### src/hdl/pwit_consts.vh
// Constants for the pulse width / interval timer
//
// Notes on behaviour
// - Interval start loads buffer minus one, counts down
// - Counting starts on next count clock tick
// - Reload mode wrap reloads buffer minus one
// - Buffer writes apply only at next reload
// - Toggle at one-to-zero, wrap flag one tick after the wrap
// - Buffer one gives one-tick toggle per interval
// - One-shot wrap toggles output and clears run
// - Wrap flag sets regardless of irq gate
// - Stopped timer holds toggle output value
// - Wrap flag with gate raises interrupt
// - Software stop at wrap suppresses wrap flag
// - Enabling gate with pending flag interrupts at once
// - Measure: all-ones on start edge, count down
// - End edge captures count, sets done, held
// - Measurement re-arms itself after capture
// - Held buffer keeps old value, drops new
// - Reading buffer clears held flag
// - Measure wrap sets wrap flag, keeps counting
// - Stop at end edge suppresses done, held
// - Pattern 000 measures high width
// - Function select: zero interval, one measure
// - One-shot select: zero reload, one one-shot
// - Interrupt is gate AND any flag
`ifndef PWIT_CONSTS_VH
`define PWIT_CONSTS_VH
// ----------------------------------------
// Register byte offsets
// ----------------------------------------
`define PWIT_OFF_RUN 8'h00
`define PWIT_OFF_FUNC 8'h04
`define PWIT_OFF_BUF 8'h08
// ----------------------------------------
// Field positions
// ----------------------------------------
`define PWIT_B_EN 7
`define PWIT_B_DRV 6
`define PWIT_B_IE 5
`define PWIT_B_UF 2
`define PWIT_B_IR 1
`define PWIT_B_BF 0
`define PWIT_B_FC 7
`define PWIT_B_RM 6
`define PWIT_B_T0 5
`define PWIT_TSEL_HI 4
`define PWIT_TSEL_LO 3
`define PWIT_PAT_HI 2
`define PWIT_PAT_LO 0
// ----------------------------------------
// Values
// ----------------------------------------
`define PWIT_RST_BYTE 8'h00
`define PWIT_ALL_ONES 8'hFF
`define PWIT_ONE 8'h01
`define PWIT_ZERO 8'h00
`define PWIT_PAT_HIGH 3'h0
`define PWIT_TSEL_EXT 2'h3
`define PWIT_RESP_OK 2'h0
`define PWIT_RESP_ERR 2'h2
`endif

### src/hdl/pulse_width_interval_timer.v
// Pulse width measurer and interval timer with AXI4-Lite registers
//
// Chosen here: register access over AXI4-Lite and the register offsets.
`timescale 1ns/1ps
`include "pwit_consts.vh"

module pulse_width_interval_timer #(
  parameter ADDR_W = 8,
  parameter [7:0] DIV0_MASK = 8'h01,
  parameter [7:0] DIV1_MASK = 8'h07,
  parameter [7:0] DIV2_MASK = 8'h1F
) (
  input wire aclk,
  input wire aresetn,
  input wire [ADDR_W-1:0] s_axi_awaddr,
  input wire s_axi_awvalid,
  output wire s_axi_awready,
  input wire [31:0] s_axi_wdata,
  input wire [3:0] s_axi_wstrb,
  input wire s_axi_wvalid,
  output wire s_axi_wready,
  output wire [1:0] s_axi_bresp,
  output wire s_axi_bvalid,
  input wire s_axi_bready,
  input wire [ADDR_W-1:0] s_axi_araddr,
  input wire s_axi_arvalid,
  output wire s_axi_arready,
  output wire [31:0] s_axi_rdata,
  output wire [1:0] s_axi_rresp,
  output wire s_axi_rvalid,
  input wire s_axi_rready,
  input wire measured_input_pin,
  input wire ext_tick_pin,
  output wire toggle_out_pin,
  output wire toggle_out_oe,
  output wire timer_irq_line
);

  // ----------------------------------------
  // Bus slave state
  // ----------------------------------------
  reg awready_q, wready_q, bvalid_q, arready_q, rvalid_q;
  reg aw_hold_q, w_hold_q;
  reg [ADDR_W-1:0] awaddr_q;
  reg [7:0] wdata_q;
  reg wstrb_q;
  reg [1:0] bresp_q, rresp_q;
  reg [31:0] rdata_q;

  // ----------------------------------------
  // Timer state
  // ----------------------------------------
  reg en_q, drv_q, ie_q, uf_q, ir_q, bf_q;
  reg fc_q, rm_q, t0_q;
  reg [1:0] tsel_q;
  reg [2:0] pat_q;
  reg [7:0] buf_q, cnt_q, presc_q;
  reg counting_q, uf_pend_q;
  reg in_s1_q, in_s2_q, in_p_q;
  reg ext_s1_q, ext_s2_q, ext_p_q;
  reg pin_q, oe_q, irq_q;

  // ----------------------------------------
  // Decode of accesses
  // ----------------------------------------
  wire aw_take = s_axi_awvalid & awready_q;
  wire w_take = s_axi_wvalid & wready_q;
  wire ar_take = s_axi_arvalid & arready_q;
  wire do_wr = aw_hold_q & w_hold_q & ~bvalid_q;
  wire wa_run = (awaddr_q == `PWIT_OFF_RUN);
  wire wa_func = (awaddr_q == `PWIT_OFF_FUNC);
  wire wa_buf = (awaddr_q == `PWIT_OFF_BUF);
  wire wr_run = do_wr & wstrb_q & wa_run;
  wire wr_func = do_wr & wstrb_q & wa_func;
  wire wr_buf = do_wr & wstrb_q & wa_buf;
  wire ra_run = (s_axi_araddr == `PWIT_OFF_RUN);
  wire ra_func = (s_axi_araddr == `PWIT_OFF_FUNC);
  wire ra_buf = (s_axi_araddr == `PWIT_OFF_BUF);
  wire rd_buf = ar_take & ra_buf;

  // ----------------------------------------
  // Count clock selection
  // ----------------------------------------
  // Edges of the synchronised pins, stage two onward only
  wire in_rise = in_s2_q & ~in_p_q;
  wire in_fall = ~in_s2_q & in_p_q;
  wire ext_rise = ext_s2_q & ~ext_p_q;
  reg tick;
  always @* begin
    case (tsel_q)
      2'h0: tick = ((presc_q & DIV0_MASK) == DIV0_MASK);
      2'h1: tick = ((presc_q & DIV1_MASK) == DIV1_MASK);
      2'h2: tick = ((presc_q & DIV2_MASK) == DIV2_MASK);
      `PWIT_TSEL_EXT: tick = ext_rise;
      default: tick = 1'b0;
    endcase
  end

  // ----------------------------------------
  // Timer events
  // ----------------------------------------
  wire sw_start = wr_run & wdata_q[`PWIT_B_EN] & ~en_q;
  wire sw_stop = wr_run & ~wdata_q[`PWIT_B_EN] & en_q;
  wire step = en_q & counting_q & tick;
  wire at_zero = (cnt_q == `PWIT_ZERO);
  wire wrap = step & at_zero;
  // High width only: start on rise, end on fall
  wire m_start = en_q & fc_q & ~counting_q & in_rise;
  wire m_end = en_q & fc_q & counting_q & in_fall;
  // Reload mode toggles as the count reaches zero
  wire to_zero = (cnt_q == `PWIT_ONE) | (at_zero & (buf_q == `PWIT_ONE));
  wire t0_flip = ~fc_q & step & (rm_q ? at_zero : to_zero);
  wire uf_set = (fc_q & wrap & ~sw_stop) | (uf_pend_q & tick);
  wire ir_set = m_end & ~sw_stop;
  wire bf_set = ir_set & ~bf_q;
  wire uf_clr = wr_run & ~wdata_q[`PWIT_B_UF];
  wire ir_clr = wr_run & ~wdata_q[`PWIT_B_IR];
  wire [7:0] reload = buf_q - `PWIT_ONE;

  // ----------------------------------------
  // Write channel handshake
  // ----------------------------------------
  always @(posedge aclk) begin
    if (!aresetn) begin
      awready_q <= 1'b1;
      wready_q <= 1'b1;
      bvalid_q <= 1'b0;
      aw_hold_q <= 1'b0;
      w_hold_q <= 1'b0;
      awaddr_q <= {ADDR_W{1'b0}};
      wdata_q <= `PWIT_RST_BYTE;
      wstrb_q <= 1'b0;
      bresp_q <= `PWIT_RESP_OK;
    end else begin
      if (aw_take) begin
        aw_hold_q <= 1'b1;
        awaddr_q <= s_axi_awaddr;
        awready_q <= 1'b0;
      end
      if (w_take) begin
        w_hold_q <= 1'b1;
        wdata_q <= s_axi_wdata[7:0];
        wstrb_q <= s_axi_wstrb[0];
        wready_q <= 1'b0;
      end
      if (do_wr) begin
        aw_hold_q <= 1'b0;
        w_hold_q <= 1'b0;
        bvalid_q <= 1'b1;
        bresp_q <= (wa_run | wa_func | wa_buf) ? `PWIT_RESP_OK : `PWIT_RESP_ERR;
      end else if (bvalid_q & s_axi_bready) begin
        bvalid_q <= 1'b0;
        awready_q <= 1'b1;
        wready_q <= 1'b1;
      end
    end
  end

  // ----------------------------------------
  // Read channel
  // ----------------------------------------
  always @(posedge aclk) begin
    if (!aresetn) begin
      arready_q <= 1'b1;
      rvalid_q <= 1'b0;
      rdata_q <= 32'h0000_0000;
      rresp_q <= `PWIT_RESP_OK;
    end else if (ar_take) begin
      arready_q <= 1'b0;
      rvalid_q <= 1'b1;
      rresp_q <= (ra_run | ra_func | ra_buf) ? `PWIT_RESP_OK : `PWIT_RESP_ERR;
      if (ra_run)
        rdata_q <= {24'h00_0000, en_q, drv_q, ie_q, 2'b00, uf_q, ir_q, bf_q};
      else if (ra_func)
        rdata_q <= {24'h00_0000, fc_q, rm_q, t0_q, tsel_q, pat_q};
      else if (ra_buf)
        rdata_q <= {24'h00_0000, buf_q};
      else
        rdata_q <= 32'h0000_0000;
    end else if (rvalid_q & s_axi_rready) begin
      rvalid_q <= 1'b0;
      arready_q <= 1'b1;
    end
  end

  // ----------------------------------------
  // Synchronisers and prescaler
  // ----------------------------------------
  always @(posedge aclk) begin
    if (!aresetn) begin
      in_s1_q <= 1'b0;
      in_s2_q <= 1'b0;
      in_p_q <= 1'b0;
      ext_s1_q <= 1'b0;
      ext_s2_q <= 1'b0;
      ext_p_q <= 1'b0;
      presc_q <= `PWIT_ZERO;
    end else begin
      in_s1_q <= measured_input_pin;
      in_s2_q <= in_s1_q;
      in_p_q <= in_s2_q;
      ext_s1_q <= ext_tick_pin;
      ext_s2_q <= ext_s1_q;
      ext_p_q <= ext_s2_q;
      presc_q <= presc_q + `PWIT_ONE;
    end
  end

  // ----------------------------------------
  // Control fields and flags
  // ----------------------------------------
  always @(posedge aclk) begin
    if (!aresetn) begin
      drv_q <= 1'b0;
      ie_q <= 1'b0;
      uf_q <= 1'b0;
      ir_q <= 1'b0;
      bf_q <= 1'b0;
      uf_pend_q <= 1'b0;
      fc_q <= 1'b0;
      rm_q <= 1'b0;
      t0_q <= 1'b0;
      tsel_q <= 2'h0;
      pat_q <= `PWIT_PAT_HIGH;
      buf_q <= `PWIT_RST_BYTE;
    end else begin
      if (wr_run) begin
        drv_q <= wdata_q[`PWIT_B_DRV];
        ie_q <= wdata_q[`PWIT_B_IE];
      end
      // Interval wrap flag follows one tick after the wrap
      if (~fc_q & wrap & ~sw_stop)
        uf_pend_q <= 1'b1;
      else if (tick)
        uf_pend_q <= 1'b0;
      // Hardware set wins over a software clear
      uf_q <= uf_set | (uf_q & ~uf_clr);
      ir_q <= ir_set | (ir_q & ~ir_clr);
      bf_q <= bf_set | (bf_q & ~rd_buf);
      if (wr_func) begin
        fc_q <= wdata_q[`PWIT_B_FC];
        rm_q <= wdata_q[`PWIT_B_RM];
        tsel_q <= wdata_q[`PWIT_TSEL_HI:`PWIT_TSEL_LO];
        pat_q <= wdata_q[`PWIT_PAT_HI:`PWIT_PAT_LO];
      end
      // Toggle changes only on reload-mode steps to zero, one-shot wraps or a write
      if (t0_flip)
        t0_q <= ~t0_q;
      else if (wr_func)
        t0_q <= wdata_q[`PWIT_B_T0];
      // Buffer holds reload value or first unread capture
      if (bf_set)
        buf_q <= cnt_q;
      else if (wr_buf & ~fc_q)
        buf_q <= wdata_q;
    end
  end

  // ----------------------------------------
  // Down counter and run bit
  // ----------------------------------------
  always @(posedge aclk) begin
    if (!aresetn) begin
      en_q <= 1'b0;
      counting_q <= 1'b0;
      cnt_q <= `PWIT_ALL_ONES;
    end else if (sw_start) begin
      en_q <= 1'b1;
      counting_q <= ~fc_q;
      cnt_q <= fc_q ? `PWIT_ALL_ONES : reload;
    end else if (sw_stop) begin
      en_q <= 1'b0;
      counting_q <= 1'b0;
    end else if (fc_q) begin
      if (m_start) begin
        counting_q <= 1'b1;
        cnt_q <= `PWIT_ALL_ONES;
      end else if (m_end) begin
        counting_q <= 1'b0;
      end else if (step) begin
        cnt_q <= cnt_q - `PWIT_ONE;
      end
    end else if (wrap) begin
      if (rm_q) begin
        en_q <= 1'b0;
        counting_q <= 1'b0;
        cnt_q <= `PWIT_ALL_ONES;
      end else begin
        cnt_q <= reload;
      end
    end else if (step) begin
      cnt_q <= cnt_q - `PWIT_ONE;
    end
  end

  // ----------------------------------------
  // Registered pin and interrupt outputs
  // ----------------------------------------
  always @(posedge aclk) begin
    if (!aresetn) begin
      pin_q <= 1'b0;
      oe_q <= 1'b0;
      irq_q <= 1'b0;
    end else begin
      pin_q <= t0_q;
      oe_q <= drv_q;
      irq_q <= ie_q & (uf_q | ir_q | bf_q);
    end
  end

  assign s_axi_awready = awready_q;
  assign s_axi_wready = wready_q;
  assign s_axi_bvalid = bvalid_q;
  assign s_axi_bresp = bresp_q;
  assign s_axi_arready = arready_q;
  assign s_axi_rvalid = rvalid_q;
  assign s_axi_rdata = rdata_q;
  assign s_axi_rresp = rresp_q;
  assign toggle_out_pin = pin_q;
  assign toggle_out_oe = oe_q;
  assign timer_irq_line = irq_q;

endmodule // pulse_width_interval_timer

### config.mk
export PLATFORM = sky130hd
export DESIGN_NAME = pulse_width_interval_timer
export DESIGN_NICKNAME = d
export VERILOG_FILES = /design/src/hdl/pulse_width_interval_timer.v
export VERILOG_INCLUDE_DIRS = /design/src /design/src/hdl
export SDC_FILE = /design/constraint.sdc
export NUM_CORES = 1
export LEC_CHECK = 0
export ABC_AREA = 1
export BUFFER_PORTS_ARGS = -buffer_cell sky130_fd_sc_hd__buf_2
export CAP_MARGIN = 10
export CELL_PAD_IN_SITES_DETAIL_PLACEMENT = 0
export CELL_PAD_IN_SITES_GLOBAL_PLACEMENT = 1
export CORE_MARGIN = 3
export CORE_UTILIZATION = 40
export CTS_CLUSTER_SIZE = 8
export DETAILED_ROUTE_END_ITERATION = 7
export GPL_TIMING_DRIVEN = 0
export MAX_ROUTING_LAYER = met4
export PLACE_DENSITY = 0.9
export SLEW_MARGIN = 20
export SYNTH_ARGS = -nofsm -noshare
export SYNTH_HDL_FRONTEND = slang
export SYNTH_SLANG_ARGS = --single-unit
### constraint.sdc
create_clock -name aclk -period 4.9 [get_ports aclk]
set_clock_uncertainty 0.1 [all_clocks]
set_input_delay 0.735 -clock aclk [delete_from_list [all_inputs] [get_ports aclk]]
set_output_delay 0.735 -clock aclk [all_outputs]
set_load 0.1 [all_outputs]
==> run_results.csv, run 1 <==
group,metric,value,unit
setup_path,r2r_slack,2.57,ns
setup_path,critical-path-top-cell-by-count,"nand2_1",
floorplanning,start_util,0.417,
synthesis,synth.avg_cell_area,6.63,sq um
setup_path,cp.required,5.06,ns
setup_path,worst-path-stages,16,
hold_path,hp-class,"flip-flop to flip-flop",
cts,cts_resized,0,
pwr,p_leak,2.53,nW
setup_path,cp_slowest_cell,"dfxtp_1",
timing,tightest_slew,0.719,ns
finish,drive_above_1_share,0.154,
timing,period_minus_slack,2.33,ns
cts,root_buffer,"clkbuf_8",
setup_path,crit_path_max_incr_delay,0.38,ns
timing,rsz0062_at_grt,"false",
synthesis,yosysWarnings,0,
setup_path,critical-path-top-delay-family,"simple AND/OR/NAND/NOR gates",
setup_path,rr_endpoint,"cnt_q[7]$_SDFFE_PN1P_",
setup_path,cp-start-kind,"flip-flop",
pwr,ir_drop,0.180,mV
cts,htreeDepth,3,
setup_path,path_max_fanout,10,
setup_path,setup.worst_path.end,"cnt_q[7]$_SDFFE_PN1P_",
timing,setup_tns,0,ns
finish,seqCellArea,1600,sq um
finish,diodes,0,
detailed_routing,drtIter0Drc,260,
outcome,status,"finished clean",
global_route,grt_pass1_wl,20100,um
setup_path,cp_cell_sequence,"ha_1 > nand2_1 > nor2_1 > ha_1 > inv_1 > nand2_1 > nand3_1 > nand2_1 > buf_4 > nand3_2 > inv_2 > nand3_1 > nand3_1 > nand2_1 > nand2_1 > nand2_1",
timing,hold_violations,0,
cts,clk_latency,0.37,ns
floorplanning,die_h,111,um
cts,path_clk_slew,0.08,ns
finish,num-nets-final,817,
synthesis,syn_inst,661,
setup_path,r2r_start,"presc_q[0]$_SDFF_PN0_",
cts,cts_tree,"yes",
detailed_routing,vias,4382,
timing,setup_viol,0,
timing,max_freq,429,MHz
floorplanning,dieArea,12200,sq um
finish,n_fill_cell,1104,
floorplanning,rows,37,
cts,post_cts_buffers,0,
setup_path,crit_arrival,2.49,ns
pwr,total_power,1.51,mW
floorplanning,die_w,111,um
setup_path,crit_type,"flip-flop to flip-flop",
detailed_routing,remaining_drc_errors,0,
synthesis,netlist_area,4380,sq um
setup_path,startpoint,"presc_q[0]$_SDFF_PN0_",
run,maxCapViolations,0,
setup_path,r2r_cells,16,
pwr,p_per_area,294,nW/um^2
placed_design,place_congestion,0.908,
detailed_routing,vias_per_cell,4.93,
timing,fin_crit_sh,0.475,
placed_design,port_buffers,51,
timing,drv_slew,0,
cts,cts_buffer_depth,2,
synthesis,synth_seq_cells,80,
global_route,overflow,0,
detailed_routing,wl_per_cell,13.5,um
floorplanning,ioPinCount,105,
floorplanning,core,10500,sq um
timing,max_slew_margin,0.516,
synthesis,synth_cell_types,37,
global_route,grt_start_max_net_pins,14,
detailed_routing,wirelength,12000,um
placed_design,dp_hpwl,9470,um
setup_path,critPathBufInv,3,
detailed_routing,ant_nets,0,
detailed_routing,drt_first_pass_iters,5,
global_route,track_usage,0.206,
finish,area_delta_synth_final,16.9,%
cts,cts_hold_buf,0,
cts,cts.sinks,80,
global_route,grt_pass1_vias,4142,
synthesis,seq_area_frac_synth,0.366,
finish,multi_input_area,2290,sq um
setup_path,crit_path_end_kind,"flip-flop",
cts,numCtsBuffers,9,
global_route,antenna_found_initial,0,
worst min path at each step:
stage                         from                         to  slack [ns]  cells after the start
2_1_floorplan  ext_s1_q$_SDFF_PN0_        ext_s2_q$_SDFF_PN0_        0.29                      2
3_3_place_gp   ext_s1_q$_SDFF_PN0_        ext_s2_q$_SDFF_PN0_        0.30                      2
3_5_place_dp    in_s1_q$_SDFF_PN0_         in_s2_q$_SDFF_PN0_        0.31                      2
4_1_cts         in_s1_q$_SDFF_PN0_         in_s2_q$_SDFF_PN0_        0.32                      2
5_1_grt          t0_q$_SDFFE_PN0P_  toggle_out_pin$_SDFF_PN0_        0.35                      2
6_report        in_s1_q$_SDFF_PN0_         in_s2_q$_SDFF_PN0_        0.33                      2
cell type report:
class                           count  share of cell area
Buffer                             42              0.0526
Clock buffer                       11              0.0276
Sequential cell                    80               0.313
Clock inverter                      4              0.0152
Timing Repair Buffer               51              0.0499
Inverter                           82              0.0604
Tap cell                          136              0.0332
Multi-Input combinational cell    482               0.448
per-stage QoR:
stage | worst slack [ns] | std cells | util | hold WS, ns | area [sq um]
floorplan | 2.73 | 686 | - | 0.290 | 4470
global placement | 2.57 | 873 | 0.466 | 0.301 | 4900
detailed placement | 2.56 | 873 | 0.466 | 0.308 | 4900
CTS | 2.54 | 888 | 0.487 | 0.322 | 5120
global route | 2.35 | 888 | 0.487 | 0.353 | 5120
finish | 2.57 | 888 | 0.487 | 0.326 | 5120
worst reg2reg max path, cell delays in order, from the launching register on:
cell,delay (ns)
dfxtp_1,0.38
ha_1,0.18
nand2_1,0.06
nor2_1,0.09
ha_1,0.14
inv_1,0.05
nand2_1,0.05
nand3_1,0.13
nand2_1,0.12
buf_4,0.17
nand3_2,0.21
inv_2,0.15
nand3_1,0.08
nand3_1,0.10
nand2_1,0.09
nand2_1,0.07
nand2_1,0.05
Yosys cell counts, drive strengths merged:
| master | number | area share |
|---|---|---|
| xor2 | 2 | 0.0040 |
| a31oi | 2 | 0.0029 |
| dfxtp | 80 | 0.37 |
| nor4 | 3 | 0.0091 |
| o22ai | 8 | 0.011 |
| o21bai | 1 | 0.0017 |
| ha | 8 | 0.023 |
| a211oi | 1 | 0.0017 |
| clkbuf | 11 | 0.0094 |
| clkinv | 2 | 0.0020 |
| nor3 | 6 | 0.0091 |
| conb | 1 | 0.00086 |
| nand4 | 9 | 0.013 |
| inv | 80 | 0.069 |
| nor2 | 95 | 0.087 |
| nand2 | 152 | 0.13 |
| nand3b | 2 | 0.0063 |
| o21ai | 47 | 0.054 |
| buf | 31 | 0.052 |
| a21oi | 45 | 0.051 |
| nand3 | 74 | 0.092 |
| mux2i | 1 | 0.0023 |
routing by layer:
metal / vias to the layer above / global-route usage / part of all wire
met5: - / - / 0
met4: 0 / 0.0624 / 0.015
met3: 17 / 0.0438 / 0.068
met2: 128 / 0.330 / 0.47
met1: 1980 / 0.263 / 0.45
li1: 2257 / - / -
report_power, final:
part | internal [mW] | switching [mW] | leakage [nW]
sequential | 0.675 | 0.0187 | 0.653
clock | 0.301 | 0.244 | 0.110
combinational | 0.0562 | 0.213 | 1.77
total | 1.03 | 0.476 | 2.53
placed cells by master (no fill, tap or decap), types with 2 or more instances in the layout:
cell,netlist,final
nor3_1,4,4
nand3_1,69,69
xor2_1,2,2
nand2_1,149,149
nor2_1,91,91
nand2_2,2,2
conb_1,1,26
buf_4,27,27
nor2_4,3,3
inv_1,77,77
clkbuf_1,11,12
a21oi_1,45,45
inv_2,3,3
nor3_2,2,2
ha_1,8,8
bufinv_16,0,2
dfxtp_1,80,80
clkbuf_8,0,10
nand3_2,4,4
a31oi_1,2,2
o21ai_0,47,47
nand4_1,9,9
buf_2,2,53
o22ai_1,8,8
sequential cells by signal (all words and copies together), names as in the netlist, 2 cells and up:
name         flops
presc_q          5
s_axi_rdata      8
pat_q            3
awaddr_q         8
wdata_q          8
buf_q            8
cnt_q            8
tsel_q           2
logic make-up after synthesis:
logic type,Yosys count,synth area share
simple gates,341,0.350
buf+inv,124,0.132
xor+xnor,2,0.00400
fa+ha+maj,8,0.0229
mux,1,0.00229
compound gates,104,0.123
other cells,1,0.000856
flops,80,0.366
Power figures use the tool's default switching activity.
==> inputs of run 2 (changes only) <==
--- a/config.mk
+++ b/config.mk
@@ -6,18 +6,18 @@
 export SDC_FILE = /design/constraint.sdc
 export NUM_CORES = 1
 export LEC_CHECK = 0
-export ABC_AREA = 1
+export ABC_AREA = 0
 export BUFFER_PORTS_ARGS = -buffer_cell sky130_fd_sc_hd__buf_2
 export CAP_MARGIN = 10
 export CELL_PAD_IN_SITES_DETAIL_PLACEMENT = 0
 export CELL_PAD_IN_SITES_GLOBAL_PLACEMENT = 1
 export CORE_MARGIN = 3
-export CORE_UTILIZATION = 40
+export CORE_UTILIZATION = 36
 export CTS_CLUSTER_SIZE = 8
 export DETAILED_ROUTE_END_ITERATION = 7
 export GPL_TIMING_DRIVEN = 0
 export MAX_ROUTING_LAYER = met4
-export PLACE_DENSITY = 0.9
+export PLACE_DENSITY = 0.82
 export SLEW_MARGIN = 20
 export SYNTH_ARGS = -nofsm -noshare
 export SYNTH_HDL_FRONTEND = slang
==> constraint.sdc (replaced) <==
create_clock -name aclk -period 2.1 [get_ports aclk]
set_clock_uncertainty 0.1 [all_clocks]
set_input_delay 0.315 -clock aclk [delete_from_list [all_inputs] [get_ports aclk]]
set_output_delay 0.315 -clock aclk [all_outputs]
set_load 0.1 [all_outputs]
==> run_results.csv, run 2 <==
group,metric,value,unit
finish,diodes,0,
pwr,seqPwrFrac,0.443,
cts,path_clk_slew,0.06,ns
pwr,p_per_area,666,nW/um^2
detailed_routing,drtIter0Drc,209,
pwr,pwr-share-comb,0.149,
setup_path,cp.required,2.23,ns
detailed_routing,wl_per_cell,16.0,um
synthesis,synth_commonest_cells,"80 x dfxtp_1, 63 x nand2_1, 30 x nor2_1",
synthesis,synth_top_area_share,0.379,
detailed_routing,ant_nets,0,
cts,cts_hold_buf,0,
detailed_routing,remaining_drc_errors,0,
synthesis,yosys.area.top_type,"dfxtp_1",
timing,period_minus_slack,2.42,ns
synthesis,syn_inst,491,
timing,whs,0.0774,ns
finish,multi_input_area,2550,sq um
placed_design,postPlaceCellArea,4820,sq um
hold_path,hp-class,"primary input to flip-flop",
pwr,p_leak,2.47,nW
detailed_routing,vias_per_cell,5.14,
cts,root_buffer,"clkbuf_16",
finish,final_common_cell,"dfxtp_1",
setup_path,crit_arrival,2.55,ns
run,maxCapViolations,0,
outcome,failed_checks,"negative setup slack",
global_route,grt_pass1_vias,3685,
timing,setup_tns,-2.78,ns
placed_design,dp_hpwl,8510,um
timing,drv_slew,0,
timing,fin_crit_sh,1.15,
placed_design,port_buffers,50,
setup_path,cp_cell_sequence,"ha_4 > and3_4 > ha_4 > mux4_2 > buf_12 > nand3_1 > xor2_1 > a211oi_1 > o31a_1",
global_route,track_usage,0.188,
finish,n_fill_cell,1107,
timing,max_slew_margin,0.551,
timing,rsz0062_at_grt,"true",
pwr,p_int,2.50,mW
finish,num-nets-final,669,
placed_design,place_congestion,0.879,
pwr,ir_drop,0.314,mV
floorplanning,die_h,114,um
placed_design,pre_cts_slack,-0.437,ns
global_route,grt_start_max_net_pins,15,
setup_path,cp-start-kind,"flip-flop",
finish,fin_cells,745,
global_route,antenna_found_initial,0,
setup_path,crit_type,"flip-flop to flip-flop",
synthesis,yosysMostFrequentCell,"dfxtp_1",
floorplanning,start_util,0.379,
finish,mostFrequentLayoutCells,"73 x dfxtp_1, 62 x nand2_1, 52 x buf_2, 47 x buf_4, 28 x nor2_1",
pwr,switching_share,0.306,
cts,htreeDepth,3,
floorplanning,core,11100,sq um
cts,cts.sinks,80,
pwr,netSwitchingPower,1.10,mW
timing,setup_slack,-0.323,ns
finish,final_cell_area,5410,sq um
floorplanning,ioPinCount,105,
floorplanning,die_w,114,um
synthesis,seq_area_frac_synth,0.379,
setup_path,critical-path-top-cell-by-count,"ha_4",
detailed_routing,vias,3829,
timing,setup_viol,13,
synthesis,synth_area_leaders,"dfxtp_1 38%, mux2i_1 5.9%, nand2_1 5.6%",
pwr,p_clk_frac,0.408,
timing,tightest_slew,0.674,ns
placed_design,dpl.cell_count,706,
setup_path,crit_path_max_incr_delay,0.55,ns
cts,clk_latency,0.34,ns
finish,area_delta_synth_final,28.3,%
synthesis,synth_seq_cells,80,
timing,max_freq,413,MHz
cts,cts_tree,"yes",
detailed_routing,wirelength,11900,um
setup_path,path_max_fanout,4,
synthesis,netlist_area,4220,sq um
finish,seqCellArea,1620,sq um
timing,hold_violations,0,
detailed_routing,drt_first_pass_iters,4,
finish,drive_above_1_share,0.268,
synthesis,synthFlopType,"dfxtp_1",
cts,cts_buffer_depth,2,
setup_path,critical-path-top-delay-family,"multiplexers",
outcome,status,"finished, violations left",
setup_path,critPathBufInv,1,
setup_path,cp_slowest_cell,"mux4_2",
global_route,grt_pass1_wl,18800,um
floorplanning,dieArea,13100,sq um
setup_path,crit_path_end_kind,"flip-flop",
synthesis,synth_cell_types,63,
synthesis,synth.avg_cell_area,8.60,sq um
floorplanning,rows,38,
synthesis,synth_edf_count,0,
synthesis,yosysWarnings,0,
cts,numCtsBuffers,9,
synthesis,async_flop_share,0,
global_route,overflow,0,
==> run 2: changes by cell type after synthesis, moves of 9 or more <==
| cell | delta |
|---|---|
| nand3_1 | -57 |
| xnor2_1 | +9 |
| nor2b_1 | +21 |
| a21oi_1 | -27 |
| a21boi_0 | +20 |
| mux2i_1 | +24 |
| nand2_1 | -86 |
| inv_1 | -68 |
| and2_1 | +17 |
| nor2_1 | -61 |
| o21ai_0 | -27 |
==> run 2: path summary, 6_finish.rpt <==
| path | slack, ns | cells past startpoint | start | end |
|---|---|---|---|---|
| max | -0.32 | 9 | presc_q[0]$_SDFF_PN0_ | cnt_q[2]$_SDFFE_PN1P_ |
| min | 0.08 | 2 | s_axi_wvalid | s_axi_wready$_SDFF_PN1_ |
| max reg2reg | -0.32 | 9 | presc_q[0]$_SDFF_PN0_ | cnt_q[2]$_SDFFE_PN1P_ |
| min reg2reg | 0.34 | 1 | in_s1_q$_SDFF_PN0_ | in_s2_q$_SDFF_PN0_ |
==> run 2: layout make-up <==
type                       count  share of cell area
multi-input combinational    375               0.471
buffer                        50              0.0555
clock buffer                  10              0.0423
tap                          140              0.0324
inverter                       9             0.00624
clock inverter                 6             0.00809
sequential                    80               0.299
timing repair buffer          75              0.0860
==> run 2: cell families after synthesis <==
kind of cell,share of synthesized area
xor+xnor,0.0270
mux,0.0646
compound gates,0.179
fa+ha+maj,0.0237
buf+inv,0.0815
flops,0.379
simple gates,0.243
other cells,0.000889
==> run 2: power by group through the flow <==
stage | registers, mW | logic [mW] | clock network (mW)
2_1_floorplan | 1.68 | 0.363 | 0
6_report | 1.59 | 0.537 | 1.47
5_1_grt | 1.60 | 0.569 | 1.56
3_5_place_dp | 1.63 | 0.511 | 0
3_3_place_gp | 1.63 | 0.506 | 0
4_1_cts | 1.59 | 0.533 | 1.50
==> run 2: repair_timing <==
action                     4_1_cts  5_1_grt
pin swaps                       19       11
setup buffers                   17        8
resized for setup               28       10
cloned                           0        0
setup endpoints to repair       22       21
==> run 2: per-stage QoR <==
stage	power, mW	utilization
2_1_floorplan	2.05	-
3_3_place_gp	2.13	0.433
3_5_place_dp	2.14	0.433
4_1_cts	3.63	0.479
5_1_grt	3.73	0.487
6_report	3.60	0.487
==> run 2: metal layers <==
metal | up-vias | GRT usage | routed length (um)
met5 | - | - | 0
met4 | 0 | 0.0586 | 212
met3 | 19 | 0.0312 | 782
met2 | 136 | 0.296 | 5490
met1 | 1770 | 0.248 | 5440
li1 | 1904 | - | -
